<file path="src/logic/afe_ctrl_pkg.sv">
// afe_ctrl_pkg: constants and types for the front-end control register bank.
// assumes: control words arrive already deserialised, 16 bits, on core_clk.
package afe_ctrl_pkg;

   // register indices (3-bit register field of a control word)
   localparam logic [2:0] REG_A = 3'h0;        // serial_port_mode_control
   localparam logic [2:0] REG_B = 3'h1;        // clock_rate_control
   localparam logic [2:0] REG_C = 3'h2;        // reference_power_control
   localparam logic [2:0] REG_D = 3'h3;        // channel12_gain_power
   localparam logic [2:0] REG_E = 3'h4;        // channel34_gain_power
   localparam logic [2:0] REG_F = 3'h5;        // channel56_gain_power
   localparam logic [2:0] REG_G = 3'h6;        // input_config_modulator_reset
   localparam logic [2:0] REG_H = 3'h7;        // channel_inversion_control
   localparam int         NUM_REGS = 8;
   localparam logic [7:0] REG_RESET = 8'h00;

   // control word layout
   localparam int CW_CONTROL = 15;
   localparam int CW_READ    = 14;
   localparam int CW_DEV_HI  = 13;
   localparam int CW_DEV_LO  = 11;
   localparam int CW_REG_HI  = 10;
   localparam int CW_REG_LO  = 8;
   localparam int CW_DAT_HI  = 7;

   // register a fields
   localparam int A_OPERATING_MODE = 0;
   localparam int A_MIXED_MODE     = 1;
   localparam int A_LOOPBACK       = 3;
   localparam int A_COUNT_LO       = 4;
   localparam int A_COUNT_HI       = 6;
   localparam int A_SOFT_RESET     = 7;
   // register b fields
   localparam int B_DECIM_LO = 0;
   localparam int B_DECIM_HI = 1;
   localparam int B_SCLK_LO  = 2;
   localparam int B_SCLK_HI  = 3;
   localparam int B_MCLK_LO  = 4;
   localparam int B_MCLK_HI  = 6;
   localparam int B_ECHO     = 7;
   // register c fields
   localparam int C_GLOBAL_POWER = 0;
   localparam int C_REF_POWER    = 5;
   localparam int C_REF_OUT      = 6;
   localparam int C_HIGH_SUPPLY  = 7;
   // registers d..f: two channels per register
   localparam int PAIR_GAIN_LO  = 0;
   localparam int PAIR_GAIN_HI  = 2;
   localparam int PAIR_POWER    = 3;
   localparam int PAIR_STRIDE   = 4;
   // registers g and h
   localparam int SEL_HI        = 5;
   localparam int G_MOD_RESET   = 6;
   localparam int G_SINGLE_END  = 7;
   localparam int H_TEST_MODE   = 6;
   localparam int H_INVERT      = 7;

   localparam int NUM_CH       = 6;
   localparam int SW_RESET_CYC = 4;            // soft reset hold, in clocks

   typedef enum logic [1:0] {
      MODE_PROGRAM = 2'b00,
      MODE_DATA    = 2'b01,
      MODE_MIXED   = 2'b11
   } op_mode_t;

   typedef struct packed {
      logic        valid;
      logic [15:0] word;
   } ctrl_word_t;

   typedef struct packed {
      op_mode_t                 operating_mode_select;
      logic                     serial_port_loopback;
      logic [2:0]               device_count;
      logic                     control_echo_enable;
      logic [1:0]               decimation_code;
      logic [1:0]               serial_clock_div;
      logic [2:0]               master_clock_div;
      logic                     reference_power;
      logic                     reference_output_enable;
      logic                     high_supply_mode;
      logic                     test_mode_enable;
      logic [NUM_CH-1:0]        adc_power_on;
      logic [NUM_CH-1:0][2:0]   adc_gain;
      logic [NUM_CH-1:0]        modulator_reset;
      logic [NUM_CH-1:0]        single_ended;
      logic [NUM_CH-1:0]        polarity_flip;
   } afe_ctrl_t;

endpackage : afe_ctrl_pkg

</file>
<file path="src/logic/afe_ctrl_regs.sv">
// afe_ctrl_regs: eight 8-bit control registers of a six-channel adc front end,
// written and read through 16-bit control words from the serial port, with the
// decoded controls driven out to the converter, reference and clock logic.
// assumes: the serial port shifter runs on core_clk and hands over one whole
// word per ctrl_in.valid pulse; outgoing words are shifted out by that shifter.
//
// Notes on behaviour
// - mixed clear: bit0 picks program or data
// - mixed bit set forces mixed mode
// - bit3 enables serial loop-back diagnostic
// - bits 6:4 hold cascade device count
// - writing bit7 one starts software reset
// - register b 1:0 decimation code
// - register b 3:2 serial clock divider code
// - register b 6:4 master clock divider code
// - echo bit resends each write word addressed to this device
// - global power-up powers all six channels
// - register c bit5 powers reference
// - register c bit6 enables reference output pin
// - register c bit7 selects 5 V mode
// - d,e,f hold two 3-bit channel gains
// - bits 3 and 7 power each channel
// - g holds selects, modulator reset, single-ended
// - h holds selects, test mode, invert
// - selected channels reset or made single-ended
// - selected channels inverted when invert enabled
// - any reset clears every register to zero
`timescale 1ns/1ps

module afe_ctrl_regs
   import afe_ctrl_pkg::*;
#(
   parameter int unsigned SW_RESET_CYCLES = SW_RESET_CYC
)
(
   input  wire logic                   core_clk,
   input  wire logic                   nrst,
   input  wire afe_ctrl_pkg::ctrl_word_t ctrl_in,
   output      afe_ctrl_pkg::ctrl_word_t ctrl_out,
   output      afe_ctrl_pkg::afe_ctrl_t  ctrl,
   output      logic                   soft_reset_busy
);
   import afe_ctrl_pkg::*;

   typedef struct packed {
      logic [NUM_REGS-1:0][7:0] bank;
      afe_ctrl_t                ctrl;
      ctrl_word_t               tx;
      logic [7:0]               rst_cnt;
      logic                     busy;
   } state_t;

   state_t s_q;
   state_t s_d;

   ////////////////////////////////////////////////////////////////////////////
   // control word decode

   logic       hit;
   logic       for_me;
   logic       busy;
   logic [2:0] dev_addr;
   logic [2:0] reg_addr;
   logic [7:0] wdata;
   logic [NUM_REGS-1:0][7:0] bank_n;

   // words with the control flag low are ignored; in program mode they carry
   // no meaning and in data mode they are sample slots, not commands
   assign busy     = s_q.busy;
   assign hit      = ctrl_in.valid && ctrl_in.word[CW_CONTROL] && !busy;
   assign dev_addr = ctrl_in.word[CW_DEV_HI:CW_DEV_LO];
   assign reg_addr = ctrl_in.word[CW_REG_HI:CW_REG_LO];
   assign wdata    = ctrl_in.word[CW_DAT_HI:0];
   assign for_me   = hit && (dev_addr == 3'h0);

   ////////////////////////////////////////////////////////////////////////////
   // per-channel decode of the next register image

   logic [NUM_CH-1:0]      pwr_n;
   logic [NUM_CH-1:0][2:0] gain_n;

   genvar ch;
   generate
      for (ch = 0; ch < NUM_CH; ch = ch + 1)
      begin : g_chan
         // two channels share a register: even index low nibble, odd high
         localparam logic [2:0] RIDX = 3'(REG_D + ch / 2);
         localparam int         BASE = (ch % 2) * PAIR_STRIDE;
         assign gain_n[ch] = bank_n[RIDX][BASE + PAIR_GAIN_HI:BASE + PAIR_GAIN_LO];
         assign pwr_n[ch]  = bank_n[RIDX][BASE + PAIR_POWER]
                             | bank_n[REG_C][C_GLOBAL_POWER];
      end
   endgenerate

   ////////////////////////////////////////////////////////////////////////////
   // next state

   always_comb
   begin
      s_d        = s_q;
      s_d.tx     = '0;
      bank_n     = s_q.bank;

      if (busy)
      begin
         s_d.rst_cnt = s_q.rst_cnt - 8'h01;
      end

      if (hit && (dev_addr != 3'h0))
      begin
         // addressed further down the cascade: pass on with address less one
         s_d.tx.valid                      = 1'b1;
         s_d.tx.word                       = ctrl_in.word;
         s_d.tx.word[CW_DEV_HI:CW_DEV_LO]  = dev_addr - 3'h1;
      end
      else if (for_me && ctrl_in.word[CW_READ])
      begin
         // read: selected register replaces the data field and goes out
         s_d.tx.valid               = 1'b1;
         s_d.tx.word                = ctrl_in.word;
         s_d.tx.word[CW_DAT_HI:0]   = s_q.bank[reg_addr];
      end
      else if (for_me)
      begin
         if ((reg_addr == REG_A) && wdata[A_SOFT_RESET])
         begin
            // soft reset: all registers to zero, words refused meanwhile
            bank_n      = {NUM_REGS{REG_RESET}};
            s_d.rst_cnt = 8'(SW_RESET_CYCLES);
         end
         else
         begin
            bank_n[reg_addr] = wdata;
         end
         if (s_q.bank[REG_B][B_ECHO])
         begin
            s_d.tx.valid = 1'b1;
            s_d.tx.word  = ctrl_in.word;
         end
      end

      s_d.bank = bank_n;
      s_d.busy = (s_d.rst_cnt != 8'h00);                     // kept in a flop so the busy output is registered

      // decoded controls follow the new image in the same edge
      if (bank_n[REG_A][A_MIXED_MODE])
         s_d.ctrl.operating_mode_select = MODE_MIXED;
      else if (bank_n[REG_A][A_OPERATING_MODE])
         s_d.ctrl.operating_mode_select = MODE_DATA;
      else
         s_d.ctrl.operating_mode_select = MODE_PROGRAM;
      s_d.ctrl.serial_port_loopback    = bank_n[REG_A][A_LOOPBACK];
      s_d.ctrl.device_count            = bank_n[REG_A][A_COUNT_HI:A_COUNT_LO];
      s_d.ctrl.decimation_code         = bank_n[REG_B][B_DECIM_HI:B_DECIM_LO];
      s_d.ctrl.serial_clock_div        = bank_n[REG_B][B_SCLK_HI:B_SCLK_LO];
      s_d.ctrl.master_clock_div        = bank_n[REG_B][B_MCLK_HI:B_MCLK_LO];
      s_d.ctrl.control_echo_enable     = bank_n[REG_B][B_ECHO];
      s_d.ctrl.reference_power         = bank_n[REG_C][C_REF_POWER];
      s_d.ctrl.reference_output_enable = bank_n[REG_C][C_REF_OUT];
      s_d.ctrl.high_supply_mode        = bank_n[REG_C][C_HIGH_SUPPLY];
      s_d.ctrl.adc_power_on            = pwr_n;
      s_d.ctrl.adc_gain                = gain_n;
      s_d.ctrl.modulator_reset         = bank_n[REG_G][SEL_HI:0]
                                         & {NUM_CH{bank_n[REG_G][G_MOD_RESET]}};
      s_d.ctrl.single_ended            = bank_n[REG_G][SEL_HI:0]
                                         & {NUM_CH{bank_n[REG_G][G_SINGLE_END]}};
      s_d.ctrl.test_mode_enable        = bank_n[REG_H][H_TEST_MODE];
      s_d.ctrl.polarity_flip           = bank_n[REG_H][SEL_HI:0]
                                         & {NUM_CH{bank_n[REG_H][H_INVERT]}};
   end

   ////////////////////////////////////////////////////////////////////////////
   // state register; hardware reset clears the whole bank

   always_ff @(posedge core_clk or negedge nrst)
   begin
      if (!nrst)
         s_q <= '0;
      else
         s_q <= s_d;
   end

   assign ctrl_out        = s_q.tx;
   assign ctrl            = s_q.ctrl;
   assign soft_reset_busy = busy;

   ////////////////////////////////////////////////////////////////////////////
   // checks

   property p_program_mode;
      @(posedge core_clk) disable iff (!nrst)
      (for_me && !ctrl_in.word[CW_READ] && reg_addr == REG_A && wdata[2:0] == 3'h0 && !wdata[A_SOFT_RESET])
      |=> ctrl.operating_mode_select == MODE_PROGRAM;
   endproperty
   a_program_mode: assert property (p_program_mode) else $error("mode not program");

   property p_mixed_mode;
      @(posedge core_clk) disable iff (!nrst)
      (for_me && !ctrl_in.word[CW_READ] && reg_addr == REG_A && wdata[A_MIXED_MODE] && !wdata[A_SOFT_RESET])
      |=> ctrl.operating_mode_select == MODE_MIXED;
   endproperty
   a_mixed_mode: assert property (p_mixed_mode) else $error("mixed mode not taken");

   property p_soft_reset;
      @(posedge core_clk) disable iff (!nrst)
      (for_me && !ctrl_in.word[CW_READ] && reg_addr == REG_A && wdata[A_SOFT_RESET])
      |=> (ctrl == '0 && soft_reset_busy) [*4] ##1 !soft_reset_busy;
   endproperty
   a_soft_reset: assert property (p_soft_reset) else $error("soft reset wrong");

   property p_global_power;
      @(posedge core_clk) disable iff (!nrst)
      s_q.bank[REG_C][C_GLOBAL_POWER] |-> ctrl.adc_power_on == 6'h3f;
   endproperty
   a_global_power: assert property (p_global_power) else $error("global power ignored");

   property p_gain_write;
      @(posedge core_clk) disable iff (!nrst)
      (for_me && !ctrl_in.word[CW_READ] && reg_addr == REG_D)
      |=> ctrl.adc_gain[0] == $past(wdata[2:0]) && ctrl.adc_gain[1] == $past(wdata[6:4]);
   endproperty
   a_gain_write: assert property (p_gain_write) else $error("gain not updated");

   property p_single_ended;
      @(posedge core_clk) disable iff (!nrst)
      !s_q.bank[REG_G][G_SINGLE_END] |-> ctrl.single_ended == 6'h00;
   endproperty
   a_single_ended: assert property (p_single_ended) else $error("single-ended leak");

   property p_invert;
      @(posedge core_clk) disable iff (!nrst)
      !s_q.bank[REG_H][H_INVERT] |-> ctrl.polarity_flip == 6'h00;
   endproperty
   a_invert: assert property (p_invert) else $error("inversion leak");

   property p_echo;
      @(posedge core_clk) disable iff (!nrst)
      (for_me && !ctrl_in.word[CW_READ] && ctrl.control_echo_enable)
      |=> ctrl_out.valid && ctrl_out.word == $past(ctrl_in.word);
   endproperty
   a_echo: assert property (p_echo) else $error("echo missing");

   property p_write_effect;
      @(posedge core_clk) disable iff (!nrst)
      (for_me && !ctrl_in.word[CW_READ] && reg_addr == REG_C)
      |=> ctrl.reference_power == $past(wdata[C_REF_POWER]) && ctrl.high_supply_mode == $past(wdata[C_HIGH_SUPPLY]);
   endproperty
   a_write_effect: assert property (p_write_effect) else $error("late write effect");

   // a write taken for this device, used by the checks below
   logic wr_hit;
   assign wr_hit = for_me && !ctrl_in.word[CW_READ];

   property p_loopback_count;
      @(posedge core_clk) disable iff (!nrst)
      (wr_hit && reg_addr == REG_A && !wdata[A_SOFT_RESET])
      |=> ctrl.serial_port_loopback == $past(wdata[A_LOOPBACK])
          && ctrl.device_count == $past(wdata[A_COUNT_HI:A_COUNT_LO]);
   endproperty
   a_loopback_count: assert property (p_loopback_count) else $error("loop-back or count wrong");

   property p_clock_codes;
      @(posedge core_clk) disable iff (!nrst)
      (wr_hit && reg_addr == REG_B)
      |=> ctrl.decimation_code == $past(wdata[B_DECIM_HI:B_DECIM_LO])
          && ctrl.serial_clock_div == $past(wdata[B_SCLK_HI:B_SCLK_LO])
          && ctrl.master_clock_div == $past(wdata[B_MCLK_HI:B_MCLK_LO]);
   endproperty
   a_clock_codes: assert property (p_clock_codes) else $error("clock codes wrong");

   property p_ref_output;
      @(posedge core_clk) disable iff (!nrst)
      (wr_hit && reg_addr == REG_C)
      |=> ctrl.reference_output_enable == $past(wdata[C_REF_OUT]);
   endproperty
   a_ref_output: assert property (p_ref_output) else $error("reference output enable wrong");

   property p_chan_power;
      @(posedge core_clk) disable iff (!nrst)
      (wr_hit && reg_addr == REG_D && !s_q.bank[REG_C][C_GLOBAL_POWER])
      |=> ctrl.adc_power_on[1:0] == {$past(wdata[PAIR_STRIDE + PAIR_POWER]), $past(wdata[PAIR_POWER])};
   endproperty
   a_chan_power: assert property (p_chan_power) else $error("channel power wrong");

   property p_mod_reset;
      @(posedge core_clk) disable iff (!nrst)
      (wr_hit && reg_addr == REG_G)
      |=> ctrl.modulator_reset == ($past(wdata[G_MOD_RESET]) ? $past(wdata[SEL_HI:0]) : 6'h00);
   endproperty
   a_mod_reset: assert property (p_mod_reset) else $error("modulator reset wrong");

   property p_polarity_write;
      @(posedge core_clk) disable iff (!nrst)
      (wr_hit && reg_addr == REG_H)
      |=> ctrl.polarity_flip == ($past(wdata[H_INVERT]) ? $past(wdata[SEL_HI:0]) : 6'h00);
   endproperty
   a_polarity_write: assert property (p_polarity_write) else $error("inversion wrong");

   property p_test_mode;
      @(posedge core_clk) disable iff (!nrst)
      (wr_hit && reg_addr == REG_H)
      |=> ctrl.test_mode_enable == $past(wdata[H_TEST_MODE]);
   endproperty
   a_test_mode: assert property (p_test_mode) else $error("test mode wrong");

   property p_pass_on;
      @(posedge core_clk) disable iff (!nrst)
      (hit && dev_addr != 3'h0)
      |=> ctrl_out.valid && ctrl_out.word == {$past(ctrl_in.word[CW_CONTROL:CW_READ]), 3'($past(dev_addr) - 3'h1),
                                              $past(ctrl_in.word[CW_REG_HI:0])};
   endproperty
   a_pass_on: assert property (p_pass_on) else $error("cascade pass-on wrong");

   property p_refused;
      @(posedge core_clk) disable iff (!nrst)
      (busy && ctrl_in.valid)
      |=> !ctrl_out.valid && ctrl == '0;
   endproperty
   a_refused: assert property (p_refused) else $error("word taken during soft reset");

   // looked at one edge late so that state has settled after an early reset
   property p_hw_reset;
      @(posedge core_clk)
      !nrst |=> ctrl == '0 && !soft_reset_busy && !ctrl_out.valid;
   endproperty
   a_hw_reset: assert property (p_hw_reset) else $error("hardware reset not clean");

   property p_echo_off;
      @(posedge core_clk) disable iff (!nrst)
      (wr_hit && !ctrl.control_echo_enable)
      |=> !ctrl_out.valid;
   endproperty
   a_echo_off: assert property (p_echo_off) else $error("echo without echo bit");

   property p_control_flag;
      @(posedge core_clk) disable iff (!nrst)
      (ctrl_in.valid && !ctrl_in.word[CW_CONTROL])
      |=> !ctrl_out.valid && $stable(ctrl);
   endproperty
   a_control_flag: assert property (p_control_flag) else $error("non-control word acted on");

endmodule : afe_ctrl_regs

</file>
<file path="config.mk">
export PLATFORM = sky130hd
export DESIGN_NAME = afe_ctrl_regs
export DESIGN_NICKNAME = d
export VERILOG_FILES = /design/src/logic/afe_ctrl_pkg.sv /design/src/logic/afe_ctrl_regs.sv
export SDC_FILE = /design/constraint.sdc
export NUM_CORES = 1
export LEC_CHECK = 0
export BUFFER_PORTS_ARGS = -buffer_cell sky130_fd_sc_hd__buf_2
export CAP_MARGIN = 20
export CORE_ASPECT_RATIO = 0.8
export CORE_MARGIN = 2
export CORE_UTILIZATION = 32
export DETAILED_ROUTE_END_ITERATION = 12
export PLACE_DENSITY = 0.52
export SYNTH_ARGS = -nofsm -noshare
export SYNTH_HDL_FRONTEND = slang
export SYNTH_SLANG_ARGS = --single-unit
</file>
<file path="constraint.sdc">
create_clock -name core_clk -period 2.4 [get_ports core_clk]
set_input_delay 0 -clock core_clk [delete_from_list [all_inputs] [get_ports core_clk]]
set_output_delay 0 -clock core_clk [all_outputs]
set_load 0.05 [all_outputs]
</file>
==> results of run 1 <==
[per-stage QoR]
stage / total power, mW / instance area (µm²) / utilization / setup slack, ns
after floorplan: 2.27 / 5900 / - / 0.327
after global placement: 2.40 / 6150 / 0.340 / 0.314
after detailed placement: 2.41 / 6150 / 0.340 / 0.211
after CTS: 5.00 / 6870 / 0.379 / 0.107
after global routing: 5.14 / 6870 / 0.379 / 0.0763
final: 4.96 / 6870 / 0.379 / 0.204
[per-layer routing]
layer	routed length (µm)	vias up	part of all wire
met4	332	2	0.020
met5	8	-	0.00047
li1	-	2021	-
met3	1370	24	0.081
met1	7650	2225	0.45
met2	7500	172	0.44
[placed cells by master (no fill, tap or decap), types with 12 or more instances in the layout]
cell type        n
o21ai_0         19
mux2_2          12
dfrtp_1        115
dlygate4sd3_1   12
mux2i_1         17
a22o_1          37
a21oi_1         42
nor2_1          30
nand2_1         42
buf_2           95
buf_4           25
clkbuf_16       17
nand3_1         40
[Yosys cell counts (all sizes together), types with 3 or more instances]
| cell | count |
|---|---|
| nand2 | 42 |
| clkbuf | 22 |
| ha | 3 |
| buf | 96 |
| nor2 | 31 |
| nor3b | 5 |
| a22o | 37 |
| a32oi | 4 |
| mux2 | 12 |
| mux4 | 5 |
| nand3 | 40 |
| inv | 10 |
| a22oi | 3 |
| nor2b | 11 |
| dfrtp | 115 |
| nor3 | 6 |
| o211ai | 3 |
| o2111ai | 3 |
| nand2b | 3 |
| a21oi | 42 |
| nand3b | 6 |
| nor4b | 4 |
| nor4 | 4 |
| and2 | 4 |
| xor2 | 5 |
| o21ai | 19 |
| mux2i | 17 |
| a31oi | 3 |
[power breakdown]
part	total [mW]	leakage [nW]	switching, mW	internal [mW]
Clock	2.56	0.284	0.933	1.63
Sequential	2.05	1.58	0.0574	1.99
Combinational	0.349	1.42	0.212	0.137
[worst max path at each step]
stage / start / endpoint / slack [ns] / cells after the start
finish: ctrl_in[11] / s_q[87] / 0.20 / 9
global route: ctrl_in[11] / s_q[87] / 0.08 / 9
global placement: ctrl_in[11] / ctrl[54] / 0.31 / 8
CTS: ctrl_in[11] / s_q[87] / 0.11 / 9
detailed placement: ctrl_in[11] / s_q[87] / 0.21 / 8
floorplan: soft_reset_busy / soft_reset_busy / 0.33 / 5
[sequential cells by signal (all words and copies together) (netlist names)]
signal and count:
soft_reset_busy 1, ctrl_out 17, ctrl 43, s_q 54
[final cells by class]
cell class	count	area (µm²)	area share
Clock inverter	13	159	0.0231
Sequential cell	115	2880	0.419
Multi-Input combinational cell	331	2250	0.328
Timing Repair Buffer	134	823	0.120
Clock buffer	19	433	0.0630
Inverter	10	37.5	0.00546
Antenna cell	1	2.50	0.000364
Tap cell	230	288	0.0419
[worst register-to-register path: cells and delay by family, from the launching register on]
| kind | cells | cell delay, ns |
|---|---|---|
| buffers and inverters | 2 | 0.44 |
| AND/OR/NAND/NOR | 3 | 0.65 |
| multiplexers | 1 | 0.34 |
| flip-flops | 1 | 0.37 |
[cell families (layout without fill, tap and decap cells)]
family,count (synthesis),count (layout),share of synthesized area
AND/OR/NAND/NOR,165,165,0.152
buffers and inverters,128,176,0.134
AO/OA/AOI/OAI,122,122,0.139
flip-flops,115,115,0.488
multiplexers,34,34,0.0708
XOR/XNOR,7,7,0.0104
adder cells (fa/ha/maj),3,3,0.00636
other,0,1,0
[timing repair]
item	in CTS	in global routing
hold endpoints to repair	62	0
hold buffers	12	0
resized for setup	0	1
endpoints found under the setup margin	0	4
==> flow_summary.json, run 1 <==
{
  "run_status": "complete, no violations",
  "power_leakage_nw": 3.28,
  "cpPeakStageDelay_ns": 0.52,
  "first_pass_iters": 6,
  "p_per_area_nw_per_um2": 721,
  "grt_use_met1": 0.246,
  "drtIter0Drc": 474,
  "die_h_um": 125,
  "synth_ff_type": "dfrtp_1",
  "worstMarginPinSlew_ns": 0.647,
  "grt-ovfl-total": 0,
  "critPathBufInv": 4,
  "cts_root_buffer": "clkbuf_16",
  "cp.required_ns": 2.69,
  "worstHoldStart": "ctrl_in[8]",
  "worst-endpoint-arrival_ns": 2.49,
  "port_buffers": 96,
  "via_per_inst": 5.21,
  "holdWs_ns": 0.0547,
  "drtAntennaViolNets": 0,
  "syn_nets": 596,
  "grt_setup_unrepaired": "no",
  "crit_fanout": 6,
  "antenna_found_initial": 2,
  "clkLatencyLatePin_ns": 0.42,
  "finalCriticalPeriod_ns": 2.20,
  "wl_per_cell_um": 19.8,
  "grt_pass1_vias": 4437,
  "synth_top_cell_by_area": "dfrtp_1",
  "maxCapViolCount": 0,
  "yosysSeqAreaShare": 0.488,
  "critPathCaptureType": "flop",
  "yosys_warnings": 0,
  "crit_path_start_kind": "input port",
  "grt_usage": 0.179,
  "busiest_layer": "met2",
  "fp.coreArea_um2": 18100,
  "wirelength_um": 16900,
  "hold_viol": 0,
  "worst_r2r_path_depth": 6,
  "timing.final.crit_share": 0.915,
  "boundaryPins": 97,
  "drive_above_1_share": 0.289,
  "max_slew_margin": 0.567,
  "crit_family": "buffers and inverters",
  "cts_buffer_depth": 2,
  "post-dp-hpwl_um": 11800,
  "skew_ns": 0.0126,
  "avgSynthCellArea_um2": 10.3,
  "htree_num_levels": 4,
  "r2r-start": "soft_reset_busy",
  "hp-class": "in -> reg",
  "grt_use_met2": 0.260,
  "post-cts-setup-buffers": 0,
  "rr_endpoint": "s_q[87]",
  "synth_top_area_share": 0.488,
  "start_util": 0.326,
  "max_freq_mhz": 455,
  "r2r_slack_ns": 0.48,
  "gp_congestion": 0.896,
  "synth_cells": 574,
  "synth-edff-count": 0,
  "cts_made_buffers": 17,
  "hold_path_end": "ctrl_out[8]",
  "dpl.cell_count": 808,
  "slew_viol_final": 0,
  "die_area_um2": 19600,
  "clock_sinks": 115,
  "layoutNonFillerInstCount": 853,
  "grt_max_degree": 48,
  "path_cells": "dlygate4sd3_1 > buf_2 > inv_1 > ha_1 > or3b_4 > nor2_2 > nor4b_4 > buf_4 > mux2_2",
  "cts_tree": "built",
  "fp.dieW_um": 156,
  "ys_types": 52,
  "grt_use_met3": 0.0624,
  "synthesis.area_um2": 5900,
  "async_flop_share": 1.00,
  "area_delta_synth_final_pct": 16.4,
  "drcViolationCount": 0,
  "grt_pass1_wl_um": 26200,
  "synth.area.top_cells": "dfrtp_1 49%, buf_4 9.8%, a22o_1 5.5%",
  "max-vdd-ir-drop_mv": 0.450,
  "crit_type": "in -> reg",
  "hold_depth": 2,
  "setup_viol": 0,
  "cp_slowest_cell": "dlygate4sd3_1",
  "fillers": 1802,
  "synth-seq-cells": 115,
  "clk_pin_slew_worst_paths_ns": 0.05,
  "vias": 4444,
  "rows": 44,
  "finalSetupTns_ns": 0,
  "nets": 631
}
No activity file was read; power rests on OpenSTA's default activity.
==> inputs of run 2 (changes only) <==
--- a/config.mk
+++ b/config.mk
@@ -9,9 +9,11 @@
 export CAP_MARGIN = 20
 export CORE_ASPECT_RATIO = 0.8
 export CORE_MARGIN = 2
-export CORE_UTILIZATION = 32
+export CORE_UTILIZATION = 40
 export DETAILED_ROUTE_END_ITERATION = 12
-export PLACE_DENSITY = 0.52
+export GPL_TIMING_DRIVEN = 0
+export PLACE_DENSITY = 0.62
+export RECOVER_POWER = 100
 export SYNTH_ARGS = -nofsm -noshare
 export SYNTH_HDL_FRONTEND = slang
 export SYNTH_SLANG_ARGS = --single-unit
==> run 2 against run 1 <==
Global-route usage up 4.2 points. Die area shrank 19%. Fmax fell by 5.6%. Critical path depth fell by 4. Combinational power is essentially flat. Worst hold slack better by 0.066 ns.
==> flow_summary.json, run 2 (synthesis results as in run 1) <==
{
  "final_cell_mix": "115 x dfrtp_1, 100 x clkbuf_1, 77 x buf_4",
  "slew_viol_final": 0,
  "post-dp-hpwl_um": 11900,
  "drive_above_1_share": 0.234,
  "fp.coreArea_um2": 14300,
  "hold_path_end": "ctrl_out[12]",
  "drtAntennaViolNets": 0,
  "first_pass_iters": 5,
  "max_slew_margin": 0.0827,
  "grt-ovfl-total": 0,
  "grt_pass1_vias": 4791,
  "die_h_um": 113,
  "cp.required_ns": 2.70,
  "clk_pin_slew_worst_paths_ns": 0.06,
  "fp.dieW_um": 140,
  "wl_per_cell_um": 19.0,
  "post-cts-setup-buffers": 0,
  "gp_congestion": 0.926,
  "area_delta_synth_final_pct": 22.6,
  "multiInputGateArea_um2": 2250,
  "htree_num_levels": 4,
  "via_per_inst": 5.52,
  "drtIter0Drc": 557,
  "antenna_found_initial": 0,
  "clkLatencyLatePin_ns": 0.42,
  "timing.final.crit_share": 0.969,
  "cts_tree": "built",
  "worst-endpoint-arrival_ns": 2.63,
  "layoutNonFillerInstCount": 898,
  "cts_made_buffers": 17,
  "largest_reg_flops": 54,
  "setup_viol": 0,
  "vias": 4955,
  "regArea_um2": 2880,
  "wirelength_um": 17100,
  "port_buffers": 95,
  "crit_type": "reg -> reg",
  "crit_path_start_kind": "flop",
  "grt_setup_unrepaired": "no",
  "worstHoldStart": "ctrl_in[12]",
  "grt_usage": 0.221,
  "r2r_slack_ns": 0.07,
  "clock_sinks": 115,
  "finalCriticalPeriod_ns": 2.33,
  "cts_root_buffer": "clkbuf_16",
  "power_leakage_nw": 3.30,
  "final_common_cell": "dfrtp_1",
  "worst_r2r_path_depth": 5,
  "max_freq_mhz": 430,
  "skew_ns": 0.00524,
  "rr_endpoint": "s_q[128]",
  "hold_viol": 0,
  "die_area_um2": 15700,
  "fillers": 1360,
  "boundaryPins": 97,
  "run_status": "complete, no violations",
  "grt_max_degree": 65,
  "power_mw": 4.79,
  "worstMarginPinSlew_ns": 1.38,
  "top_register": "s_q",
  "hp-class": "in -> reg",
  "critPathCaptureType": "flop",
  "dpl.cell_count": 854,
  "rows": 39,
  "max-vdd-ir-drop_mv": 0.493,
  "crit_fanout": 10,
  "r2r-start": "soft_reset_busy",
  "diodes": 0,
  "grt_pass1_wl_um": 26600,
  "maxCapViolCount": 0,
  "start_util": 0.411,
  "drcViolationCount": 0,
  "hold_depth": 6,
  "final_util": 0.504,
  "p_per_area_nw_per_um2": 662,
  "cts_buffer_depth": 2,
  "nets": 723
}
[run 2: cell count changes in the layout (fill, tap and decap cells not counted), moves of 2 or more]
cell | previous run | this run
buf_4 | 25 | 77
clkbuf_2 | 0 | 8
buf_12 | 2 | 0
bufinv_16 | 3 | 1
buf_1 | 0 | 4
and2_1 | 4 | 1
clkinv_4 | 1 | 7
clkbuf_1 | 2 | 100
nor4_2 | 2 | 0
and2_0 | 0 | 3
buf_2 | 95 | 24
[run 2: where the power goes]
part	switching, mW	total, mW	internal [mW]
sequential	0.0580	2.05	1.99
combinational	0.218	0.349	0.131
clock	0.964	2.39	1.43
total	1.24	4.79	3.55
[run 2: metrics by stage]
stage / hold WS, ns / TNS (ns) / worst slack [ns] / area, µm²
floorplan: -0.296 / 0 / 0.327 / 5900
global placement: 0.253 / -2.62 / -0.0727 / 6610
detailed placement: -0.00580 / -0.821 / -0.111 / 6640
CTS: 0.103 / 0 / 0.138 / 7340
global route: 0.169 / 0 / 0.0262 / 7230
finish: 0.120 / 0 / 0.0734 / 7230
[run 2: worst max path at each step]
stage,from,depth (start not counted),to
after floorplan,soft_reset_busy,5,soft_reset_busy
after global placement,soft_reset_busy,5,s_q[95]
after detailed placement,soft_reset_busy,5,ctrl[46]
after CTS,soft_reset_busy,5,s_q[128]
after global routing,soft_reset_busy,7,ctrl[17]
final,soft_reset_busy,5,s_q[128]
[run 2: worst max-delay path, cell delays in order, from the launching register on]
cell and delay (ns):
dfrtp_1 0.38, nand3b_1 0.21, buf_2 0.25, nor3_2 0.75, nor2_1 0.35, a22o_1 0.28
[run 2: timing repair]
item | in CTS | in global routing
pin swaps | 0 | 0
hold buffers | 12 | 0
gates resized for setup | 2 | 2
hold endpoints to repair | 75 | 0
endpoints found under the setup margin | 8 | 1
cloned | 0 | 0
[run 2: layout make-up]
type | instances | share of cell area
clock inverters | 15 | 0.0190
plain buffers | 118 | 0.104
flip-flops and latches | 115 | 0.398
multi-input cells | 331 | 0.311
repair buffers | 108 | 0.0727
inverters | 10 | 0.00519
well taps | 184 | 0.0318
clock buffers | 17 | 0.0588
[run 2: routing by layer]
metal / up-vias / share of wire / routed length [µm] / track usage
met5: - / 0 / 0 / 0
met4: 0 / 0.017 / 289 / 0.0553
met3: 34 / 0.092 / 1570 / 0.0559
met2: 273 / 0.44 / 7530 / 0.329
met1: 2435 / 0.45 / 7670 / 0.323
li1: 2213 / - / - / -
